## src/verilog/pmc_defs.svh

```systemverilog
// register offsets, field positions, reset values and timing counts of the power-mode controller
`ifndef PMC_DEFS_SVH
`define PMC_DEFS_SVH

// byte offsets on the register bus
`define PMC_OFS_POWER_CTL   4'h0
`define PMC_OFS_REF_CTL     4'h4
`define PMC_OFS_TIMER_CTL   4'h8
`define PMC_OFS_STATUS      4'hC

// power_control_reg fields
`define PMC_BIT_IDLE        0
`define PMC_BIT_STOP        1
`define PMC_BIT_SUSPEND     2

// reference_control_reg fields
`define PMC_BIT_TEMPCO      0

// timer control fields
`define PMC_BIT_WDT_EN      0
`define PMC_BIT_MCD_EN      1
`define PMC_BIT_WDT_KICK    2

// status fields
`define PMC_POS_MODE        0
`define PMC_POS_CAUSE       4

// reset values
`define PMC_RST_SEL         1'b0
`define PMC_RST_WDT_EN      1'b0
`define PMC_RST_MCD_EN      1'b0
`define PMC_RST_TEMPCO      1'b0

// timing
`define PMC_CLK_MHZ         250
`define PMC_MCD_TIMEOUT_US  100
`define PMC_MCD_CYCLES      (`PMC_MCD_TIMEOUT_US * `PMC_CLK_MHZ)
`define PMC_WDT_CYCLES      65536
`define PMC_RSTSEQ_CYCLES   4'hF

`endif

```

## src/verilog/pmc_pkg.sv

```systemverilog
// types shared by the power-mode controller
package pmc_pkg;

    typedef enum logic [2:0] {
        PMC_RUN,
        PMC_IDLE,
        PMC_STOP,
        PMC_SUSPEND,
        PMC_RESET
    } pmc_mode_e;

    typedef enum logic [1:0] {
        PMC_CAUSE_POR,
        PMC_CAUSE_EXT,
        PMC_CAUSE_WDT,
        PMC_CAUSE_MCD
    } pmc_cause_e;

endpackage : pmc_pkg

```

## src/verilog/pmc_tmr_if.sv

```systemverilog
// carrier between the controller and its two timeout counters
`timescale 1ns/1ps
interface pmc_tmr_if;
    logic run;
    logic clear;
    logic expired;

    modport ctl (output run, output clear, input expired);
    modport tmr (input run, input clear, output expired);
endinterface : pmc_tmr_if

```

## src/verilog/pmc_watchdog.sv

```systemverilog
// watchdog counter: expires after CYCLES clocks of running without a restart
`timescale 1ns/1ps
`include "pmc_defs.svh"
module pmc_watchdog #(
    parameter int unsigned CYCLES = `PMC_WDT_CYCLES
) (
    // clock and reset
    input wire logic clk,
    input wire logic rst_n,
    input wire logic ce,
    // control
    pmc_tmr_if.tmr   t
);
    import pmc_pkg::*;

    localparam int unsigned W = $clog2(CYCLES + 1);

    typedef struct packed {
        logic [W-1:0] cnt;
        logic         expired;
    } pmc_wdt_s;

    pmc_wdt_s st_r;
    pmc_wdt_s st_nxt;

    always_comb begin
        st_nxt = st_r;
        st_nxt.expired = 1'b0;
        // stopped counter loses its count so a fresh run starts full length
        if (!t.run || t.clear) begin
            st_nxt.cnt = '0;
        end else if (st_r.cnt == W'(CYCLES - 1)) begin
            st_nxt.cnt = '0;
            st_nxt.expired = 1'b1;
        end else begin
            st_nxt.cnt = st_r.cnt + W'(1);
        end
    end

    always_ff @(posedge clk or negedge rst_n) begin
        if (!rst_n) begin
            st_r <= '0;
        end else if (ce) begin
            st_r <= st_nxt;
        end
    end

    assign t.expired = st_r.expired;
endmodule : pmc_watchdog

```

## src/verilog/pmc_clock_monitor.sv

```systemverilog
// missing-clock detector: flags when no oscillator tick arrives for CYCLES clocks
`timescale 1ns/1ps
`include "pmc_defs.svh"
module pmc_clock_monitor #(
    parameter int unsigned CYCLES = `PMC_MCD_CYCLES
) (
    // clock and reset
    input wire logic clk,
    input wire logic rst_n,
    input wire logic ce,
    // control: run is the enable, clear is the oscillator tick
    pmc_tmr_if.tmr   t
);
    import pmc_pkg::*;

    localparam int unsigned W = $clog2(CYCLES + 1);

    typedef struct packed {
        logic [W-1:0] gap;
        logic         expired;
    } pmc_mcd_s;

    pmc_mcd_s st_r;
    pmc_mcd_s st_nxt;

    always_comb begin
        st_nxt = st_r;
        st_nxt.expired = 1'b0;
        if (!t.run || t.clear) begin
            st_nxt.gap = '0;
        end else if (st_r.gap == W'(CYCLES - 1)) begin
            // one flag per silent window; the reset that follows disarms it
            st_nxt.gap = '0;
            st_nxt.expired = 1'b1;
        end else begin
            st_nxt.gap = st_r.gap + W'(1);
        end
    end

    always_ff @(posedge clk or negedge rst_n) begin
        if (!rst_n) begin
            st_r <= '0;
        end else if (ce) begin
            st_r <= st_nxt;
        end
    end

    assign t.expired = st_r.expired;
endmodule : pmc_clock_monitor

```

## src/verilog/pmc_power_ctrl.sv

```systemverilog
// power-mode controller: run, idle, stop and suspend with bus registers
// Summary of operation
// RULE_01: idle bit halts core after instruction
// RULE_02: idle keeps state, clocks and peripherals live
// RULE_03: only enabled interrupt or reset leaves idle
// RULE_04: interrupt wake clears idle bit, resumes core
// RULE_05: resume continues after the setting instruction
// RULE_06: reset wake runs reset, fetches from zero
// RULE_07: watchdog runs in idle, timeout resets
// RULE_08: software disables watchdog for endless idle
// RULE_09: stop bit enters stop after instruction
// RULE_10: stop halts oscillator, core, digital peripherals
// RULE_11: stop silences interrupts and timers, except detector
// RULE_12: only reset leaves stop
// RULE_13: missing-clock detector reset ends stop
// RULE_14: software disables detector for long stops
// RULE_15: oscillator off needs reset to restart
// RULE_16: suspend stops oscillator until wake event
// RULE_17: firmware sets temperature-coefficient bit before suspend
// RULE_18: any reset clears idle and stop bits
//
// The implementer's own choices: register access over Avalon-MM and the placing of the registers.
`timescale 1ns/1ps
`include "pmc_defs.svh"
module pmc_power_ctrl #(
    parameter int unsigned WDT_CYCLES = `PMC_WDT_CYCLES,
    parameter int unsigned MCD_CYCLES = `PMC_MCD_CYCLES
) (
    // clock, reset, enable
    input  wire logic              clk,
    input  wire logic              rst_n,
    input  wire logic              ce,
    // register bus
    input  wire logic [3:0]        avs_address,
    input  wire logic              avs_read,
    input  wire logic              avs_write,
    input  wire logic [31:0]       avs_writedata,
    input  wire logic [3:0]        avs_byteenable,
    output logic      [31:0]       avs_readdata,
    output logic                   avs_waitrequest,
    // core side
    input  wire logic              instrDone,
    input  wire logic              irqPending,
    input  wire logic              extRstReq,
    input  wire logic              wakeEvent,
    input  wire logic              oscTick,
    output logic                   cpuHalt,
    output logic                   coreRst,
    output logic                   pcLoadZero,
    // clock and peripheral gating
    output logic                   intOscEn,
    output logic                   periphClkEn,
    output logic                   irqEn,
    output logic                   tempCoeffEn,
    output pmc_pkg::pmc_mode_e     powerMode
);
    import pmc_pkg::*;

    typedef struct packed {
        pmc_mode_e   mode;
        pmc_cause_e  cause;
        logic        idleSel;
        logic        stopSel;
        logic        suspSel;
        logic        tempCo;
        logic        wdtEn;
        logic        mcdEn;
        logic        wdtKick;
        logic [3:0]  rstCnt;
        logic        waitReq;
        logic [31:0] rdData;
        logic        cpuHalt;
        logic        coreRst;
        logic        pcZero;
        logic        oscEn;
        logic        periphEn;
        logic        irqEn;
    } pmc_state_s;

    pmc_state_s st_r;
    pmc_state_s st_nxt;

    pmc_tmr_if wdtBus ();
    pmc_tmr_if mcdBus ();

    logic       rstEvent;
    pmc_cause_e rstCause;
    logic       busWrite;

    // timeout counters
    pmc_watchdog #(
        .CYCLES (WDT_CYCLES)
    ) u_watchdog (
        .clk   (clk),
        .rst_n (rst_n),
        .ce    (ce),
        .t     (wdtBus)
    );

    pmc_clock_monitor #(
        .CYCLES (MCD_CYCLES)
    ) u_clock_monitor (
        .clk   (clk),
        .rst_n (rst_n),
        .ce    (ce),
        .t     (mcdBus)
    );

    // RULE_07 watchdog live in idle
    // RULE_11 watchdog stopped and cleared in stop
    assign wdtBus.run   = st_r.wdtEn && (st_r.mode == PMC_RUN || st_r.mode == PMC_IDLE);
    assign wdtBus.clear = st_r.wdtKick;

    // RULE_11 detector stays armed
    assign mcdBus.run   = st_r.mcdEn;
    assign mcdBus.clear = oscTick;

    // internal and external reset sources, external wins the cause field
    always_comb begin
        rstEvent = 1'b0;
        rstCause = PMC_CAUSE_POR;
        // RULE_13 detector timeout resets
        if (mcdBus.expired) begin
            rstEvent = 1'b1;
            rstCause = PMC_CAUSE_MCD;
        end
        // RULE_07 watchdog timeout resets
        if (wdtBus.expired) begin
            rstEvent = 1'b1;
            rstCause = PMC_CAUSE_WDT;
        end
        if (extRstReq) begin
            rstEvent = 1'b1;
            rstCause = PMC_CAUSE_EXT;
        end
    end

    // write lands on the edge where the master sees waitrequest low
    assign busWrite = avs_write && !st_r.waitReq && avs_byteenable[0];

    always_comb begin
        st_nxt = st_r;
        st_nxt.wdtKick = 1'b0;
        st_nxt.pcZero  = 1'b0;
        st_nxt.waitReq = 1'b1;

        // bus: one wait cycle, then a single ready cycle
        if ((avs_read || avs_write) && st_r.waitReq) begin
            st_nxt.waitReq = 1'b0;
            st_nxt.rdData  = '0;
            if (avs_read) begin
                unique case (avs_address)
                    `PMC_OFS_POWER_CTL: begin
                        st_nxt.rdData[`PMC_BIT_IDLE]    = st_r.idleSel;
                        st_nxt.rdData[`PMC_BIT_STOP]    = st_r.stopSel;
                        st_nxt.rdData[`PMC_BIT_SUSPEND] = st_r.suspSel;
                    end
                    `PMC_OFS_REF_CTL: begin
                        st_nxt.rdData[`PMC_BIT_TEMPCO] = st_r.tempCo;
                    end
                    `PMC_OFS_TIMER_CTL: begin
                        st_nxt.rdData[`PMC_BIT_WDT_EN] = st_r.wdtEn;
                        st_nxt.rdData[`PMC_BIT_MCD_EN] = st_r.mcdEn;
                    end
                    `PMC_OFS_STATUS: begin
                        st_nxt.rdData[`PMC_POS_MODE +: 3]  = st_r.mode;
                        st_nxt.rdData[`PMC_POS_CAUSE +: 2] = st_r.cause;
                    end
                    default: begin
                        st_nxt.rdData = '0;
                    end
                endcase
            end
        end

        if (busWrite) begin
            unique case (avs_address)
                `PMC_OFS_POWER_CTL: begin
                    st_nxt.idleSel = avs_writedata[`PMC_BIT_IDLE];
                    st_nxt.stopSel = avs_writedata[`PMC_BIT_STOP];
                    st_nxt.suspSel = avs_writedata[`PMC_BIT_SUSPEND];
                end
                `PMC_OFS_REF_CTL: begin
                    st_nxt.tempCo = avs_writedata[`PMC_BIT_TEMPCO];
                end
                `PMC_OFS_TIMER_CTL: begin
                    st_nxt.wdtEn   = avs_writedata[`PMC_BIT_WDT_EN];
                    st_nxt.mcdEn   = avs_writedata[`PMC_BIT_MCD_EN];
                    st_nxt.wdtKick = avs_writedata[`PMC_BIT_WDT_KICK];
                end
                default: begin
                    st_nxt.wdtKick = 1'b0;
                end
            endcase
        end

        unique case (st_r.mode)
            PMC_RUN: begin
                if (instrDone) begin
                    // stop outranks idle when both bits are set
                    if (st_r.stopSel) begin
                        // RULE_09 stop after instruction
                        st_nxt.mode = PMC_STOP;
                    end else if (st_r.suspSel) begin
                        // RULE_16 oscillator parked
                        st_nxt.mode = PMC_SUSPEND;
                    end else if (st_r.idleSel) begin
                        // RULE_01 idle after instruction
                        st_nxt.mode = PMC_IDLE;
                    end
                end
            end
            PMC_IDLE: begin
                // RULE_03 interrupt leaves idle
                if (irqPending) begin
                    // RULE_04 clear bit, resume
                    st_nxt.idleSel = 1'b0;
                    // RULE_05 program counter untouched
                    st_nxt.mode = PMC_RUN;
                end
            end
            PMC_STOP: begin
                // RULE_12 interrupts ignored here
                // RULE_15 only reset restarts
                st_nxt.mode = PMC_STOP;
            end
            PMC_SUSPEND: begin
                // RULE_16 wake restarts oscillator
                if (wakeEvent) begin
                    st_nxt.suspSel = 1'b0;
                    st_nxt.mode    = PMC_RUN;
                end
            end
            PMC_RESET: begin
                if (st_r.rstCnt == `PMC_RSTSEQ_CYCLES) begin
                    // RULE_06 fetch from zero
                    st_nxt.pcZero = 1'b1;
                    st_nxt.mode   = PMC_RUN;
                end else begin
                    st_nxt.rstCnt = st_r.rstCnt + 4'h1;
                end
            end
        endcase

        // RULE_06 any reset restarts sequence
        if (rstEvent) begin
            st_nxt.mode   = PMC_RESET;
            st_nxt.cause  = rstCause;
            st_nxt.rstCnt = '0;
            st_nxt.pcZero = 1'b0;
            // RULE_18 selects cleared
            st_nxt.idleSel = `PMC_RST_SEL;
            st_nxt.stopSel = `PMC_RST_SEL;
            st_nxt.suspSel = `PMC_RST_SEL;
            st_nxt.tempCo  = `PMC_RST_TEMPCO;
            st_nxt.wdtEn   = `PMC_RST_WDT_EN;
            st_nxt.mcdEn   = `PMC_RST_MCD_EN;
            st_nxt.wdtKick = 1'b0;
        end

        // gating follows the next mode so outputs leave flops
        st_nxt.cpuHalt = (st_nxt.mode != PMC_RUN);
        st_nxt.coreRst = (st_nxt.mode == PMC_RESET);
        // RULE_02 idle keeps clocks live
        // RULE_10 stop gates oscillator and peripherals
        st_nxt.oscEn    = !(st_nxt.mode == PMC_STOP || st_nxt.mode == PMC_SUSPEND);
        st_nxt.periphEn = (st_nxt.mode != PMC_STOP) && (st_nxt.mode != PMC_SUSPEND);
        // RULE_11 interrupts off in stop
        st_nxt.irqEn = (st_nxt.mode == PMC_RUN || st_nxt.mode == PMC_IDLE);
    end

    // power-on state: held in reset sequence so the core starts at zero
    always_ff @(posedge clk or negedge rst_n) begin
        if (!rst_n) begin
            st_r          <= '0;
            st_r.mode     <= PMC_RESET;
            st_r.cause    <= PMC_CAUSE_POR;
            st_r.waitReq  <= 1'b1;
            st_r.cpuHalt  <= 1'b1;
            st_r.coreRst  <= 1'b1;
            st_r.oscEn    <= 1'b1;
            st_r.periphEn <= 1'b1;
        end else if (ce) begin
            st_r <= st_nxt;
        end
    end

    assign avs_readdata    = st_r.rdData;
    assign avs_waitrequest = st_r.waitReq;
    assign cpuHalt         = st_r.cpuHalt;
    assign coreRst         = st_r.coreRst;
    assign pcLoadZero      = st_r.pcZero;
    assign intOscEn        = st_r.oscEn;
    assign periphClkEn     = st_r.periphEn;
    assign irqEn           = st_r.irqEn;
    assign tempCoeffEn     = st_r.tempCo;
    assign powerMode       = st_r.mode;

endmodule : pmc_power_ctrl

```

## config.mk

```make
export PLATFORM = sky130hd
export DESIGN_NAME = pmc_power_ctrl
export DESIGN_NICKNAME = d
export VERILOG_FILES = /design/src/verilog/pmc_pkg.sv /design/src/verilog/pmc_tmr_if.sv /design/src/verilog/pmc_watchdog.sv /design/src/verilog/pmc_clock_monitor.sv /design/src/verilog/pmc_power_ctrl.sv
export VERILOG_INCLUDE_DIRS = /design/src /design/src/verilog
export SDC_FILE = /design/constraint.sdc
export NUM_CORES = 1
export LEC_CHECK = 0
export ABC_AREA = 1
export BUFFER_PORTS_ARGS = -buffer_cell sky130_fd_sc_hd__buf_2
export CAP_MARGIN = 20
export CELL_PAD_IN_SITES_DETAIL_PLACEMENT = 1
export CELL_PAD_IN_SITES_GLOBAL_PLACEMENT = 1
export CORE_MARGIN = 3
export CORE_UTILIZATION = 32
export CTS_BUF_LIST = sky130_fd_sc_hd__clkbuf_16
export DETAILED_ROUTE_END_ITERATION = 8
export PLACE_DENSITY = 0.74
export SLEW_MARGIN = 30
export SYNTH_ARGS = -nofsm -noshare
export SYNTH_HDL_FRONTEND = slang
export SYNTH_SLANG_ARGS = --single-unit
export TNS_END_PERCENT = 20
```

## constraint.sdc

```tcl
create_clock -name clk -period 2.8 [get_ports clk]
set_clock_uncertainty 0.05 [all_clocks]
set_input_delay 0.28 -clock clk [delete_from_list [all_inputs] [get_ports clk]]
set_output_delay 0.28 -clock clk [all_outputs]
set_load 0.05 [all_outputs]
```

==> results by group <==
Timing
  – Peak Freq: about 540 MHz
  – Final min period: roughly 1.9 ns
  – Final Hold Fails: 0
  – Final Slew Violations: 0
  – Final setup TNS: 0 ns
  – Hold_ws: 0.134 ns
  – Worst Max-Slew Pin Slew: about 0.82 ns
  – Setup Viol. Count Final: 0
  – Slew headroom: approximately 46%
  – Crit share post-route: around 66%
  – Unrepaired setup endpoints after global routing: no

Clocking
  – Clock Path Buffers: 2
  – CTS root buf: clkbuf_16
  – Post-CTS Hold Fix Bufs: 1
  – Post CTS Setup Buffer Count: 0
  – Clock Latency Late Sink: 0.33 ns
  – H-tree levels: 3
  – TritonCTS buffer count: 9
  – CTS clk-pin slew, worst paths: around 0.05 ns
  – CTS tree: done
  – CTS sink count: 61
  – Cts repair resizes: 0

Run
  – Max-cap violations: 0

Placement
  – Routability congestion estimate: slightly below 0.8
  – IO Port Bufs: 33
  – # placed instances: roughly 650
  – Post-detail-place hpwl: about 7000 um

Drt
  – DRT Wirelength: 9310 um
  – ANT nets after route: 0
  – Via density: around 5
  – Post-DR wirelength/cell: 14.0 um
  – Total number of vias: roughly 3300
  – Detailed-route DRC error count: 0
  – First-pass DRT Iterations: 5
  – DRT iter0 DRCs: approximately 160

Cells and area
  – Most common cell after layout, fill and taps aside: nand2_1
  – Area Growth Syn to Fin: 13.5%
  – NumNets Final: approximately 570
  – Non-filler instance count after layout: ~670
  – Antenna diode instance count: 0
  – # fillers: approximately 1400
  – Area of the multi-input gates: 1720 um^2
  – Most frequent cells in the layout: nand2_1, nor2_1, dfrtp_1
  – Layout cells sized above 1: a little over an eighth
  – Reg area: 1530 um^2

Global routing
  – First-pass GRT wire length: between 15000 and 20000 um
  – GRT Util Overall: between 10% and 20%
  – Via count of the first global-routing pass: 3398
  – Largest net degree at the start of global routing: 29
  – Antenna violations before repair: 0
  – Gr ovfl total: 0

Power and ir drop
  – Pleak: around 1.9 nW
  – VDD IR max: about 0.40 mV
  – Power Density: ~650 nW/um^2

Setup path
  – WS Path Type: register to register
  – Worst Path Arrival: 2.00 ns
  – CP Data Required Time: just under 3 ns
  – R2r setup slk: between 0.9 and 1 ns
  – Worst-path maximum fanout: 11
  – Critical Path Start Type: register
  – Worst Setup End Kind: register

Floorplan
  – Die H: between 100 and 150 um
  – Rows: 38
  – Die Span X: between 100 and 150 um
  – Initial Utilization: 33.4%
  – Die area: about 13000 um^2
  – Num ports: between 90 and 100
  – Core ar.: 11000 um^2

Outcome
  – Outcome: finished clean

Synthesis
  – Post-synthesis sequential area ratio: between 40% and 50%
  – Distinct cells, synth: 38
  – Synth Area per Inst: between 7 and 8 um^2
  – Post-Syn Area: ~3700 um^2
  – YS warnings: 0
  – Yosys reg bits: ~60
  – Post-Synthesis Cells: 490

Hold path
  – Hold Crit Class: primary input to register
per-stage QoR:
stage               setup WS (ns)  total power, mW  instance area [um^2]  util (%)
floorplan                    1.35             1.38                  3780         -
global placement            0.990             1.45                  3830      34.7
detailed placement          0.897             1.46                  3830      34.7
CTS                         0.888             2.75                  4180      37.9
global route                0.740             2.83                  4180      37.9
finish                      0.947             2.72                  4180      37.9
cells in the mapped netlist, drive strengths merged:
library cell | number | area (um^2)
nand2 | 109 | 412
nor2 | 74 | 305
dfrtp | 56 | 1400
inv | 54 | 203
buf | 44 | 315
nand3 | 42 | 215
o21ai | 25 | 129
nand4 | 20 | 131
xor2 | 11 | 96.3
a21oi | 10 | 50.1
nor3 | 7 | 40.0
o22ai | 6 | 37.5
dfstp | 5 | 131
o31ai | 4 | 30.0
ha | 3 | 37.5
o21bai | 3 | 22.5
and2 | 2 | 12.5
o2111ai | 2 | 17.5
xnor2 | 2 | 17.5
a22o | 1 | 8.76
a22oi | 1 | 7.51
a31o | 1 | 8.76
clkbuf | 1 | 3.75
conb | 1 | 3.75
nand2b | 1 | 6.26
nand3b | 1 | 7.51
o211ai | 1 | 7.51
o21a | 1 | 7.51
o221ai | 1 | 8.76
or2 | 1 | 6.26
power by group:
part	switching [mW]	total, mW	internal (mW)
registers	0.0460	0.984	0.938
clock network	0.406	1.27	0.865
logic	0.365	0.463	0.0982
path summary, 6_finish.rpt:
kind                                                   to                           start  cells after the start
max                        u_watchdog.st_r[5]$_DFFE_PN0P_  u_watchdog.st_r[2]$_DFFE_PN0P_                      8
min in group asynchronous            st_r[42]$_DFFE_PN0P_                           rst_n                      2
min reg2reg                           coreRst$_DFFE_PN1P_             coreRst$_DFFE_PN1P_                      2
min                                  st_r[51]$_DFFE_PN0P_                       extRstReq                      2
max in group asynchronous     avs_waitrequest$_DFFE_PN1P_                           rst_n                      3
max reg2reg                u_watchdog.st_r[5]$_DFFE_PN0P_  u_watchdog.st_r[2]$_DFFE_PN0P_                      8
sequential cells by signal, summed over array words and instances (netlist names):
name	count
intOscEn	1
st_r	10
coreRst	1
irqEn	1
cpuHalt	1
u_watchdog.st_r	17
pcLoadZero	1
u_watchdog.t.expired	1
mcdBus.run	1
wdtBus.clear	1
avs_waitrequest	1
avs_readdata	5
tempCoeffEn	1
u_clock_monitor.t.expired	1
powerMode	3
u_clock_monitor.st_r	15
layer usage:
layer | vias to the layer above | wire length, um | track usage [%]
li1 | 1587 | - | -
met1 | 1585 | 4130 | 18.1
met2 | 66 | 4650 | 26.8
met3 | 16 | 356 | 2.73
met4 | 0 | 165 | 6.09
met5 | - | 0 | 0
critical path, stage by stage (launching register included):
cell and delay (ns):
dfrtp_1 0.38, ha_1 0.21, nand3_2 0.13, nor2_4 0.17, nand4_2 0.11, nor2_2 0.12
nor2_1 0.07, nor2_2 0.38, nor2_1 0.09
cell type report:
class	instances	share of cell area, %
repair buffers	38	4.91
well taps	140	4.19
flip-flops and latches	61	36.7
clock inverters	7	2.72
multi-input cells	356	41.3
clock buffers	9	5.39
inverters	54	4.85
cells by family (layout without fill, tap and decap cells):
| logic type | after synthesis | after routing | synth area share [%] |
|---|---|---|---|
| simple gates | 257 | 257 | 30.9 |
| xor+xnor | 13 | 13 | 3.09 |
| fa+ha+maj | 3 | 3 | 1.02 |
| flops | 61 | 61 | 41.6 |
| compound gates | 56 | 56 | 9.11 |
| buf+inv | 99 | 108 | 14.2 |
| other cells | 1 | 27 | 0.102 |
(Power assumes the default switching activity.)
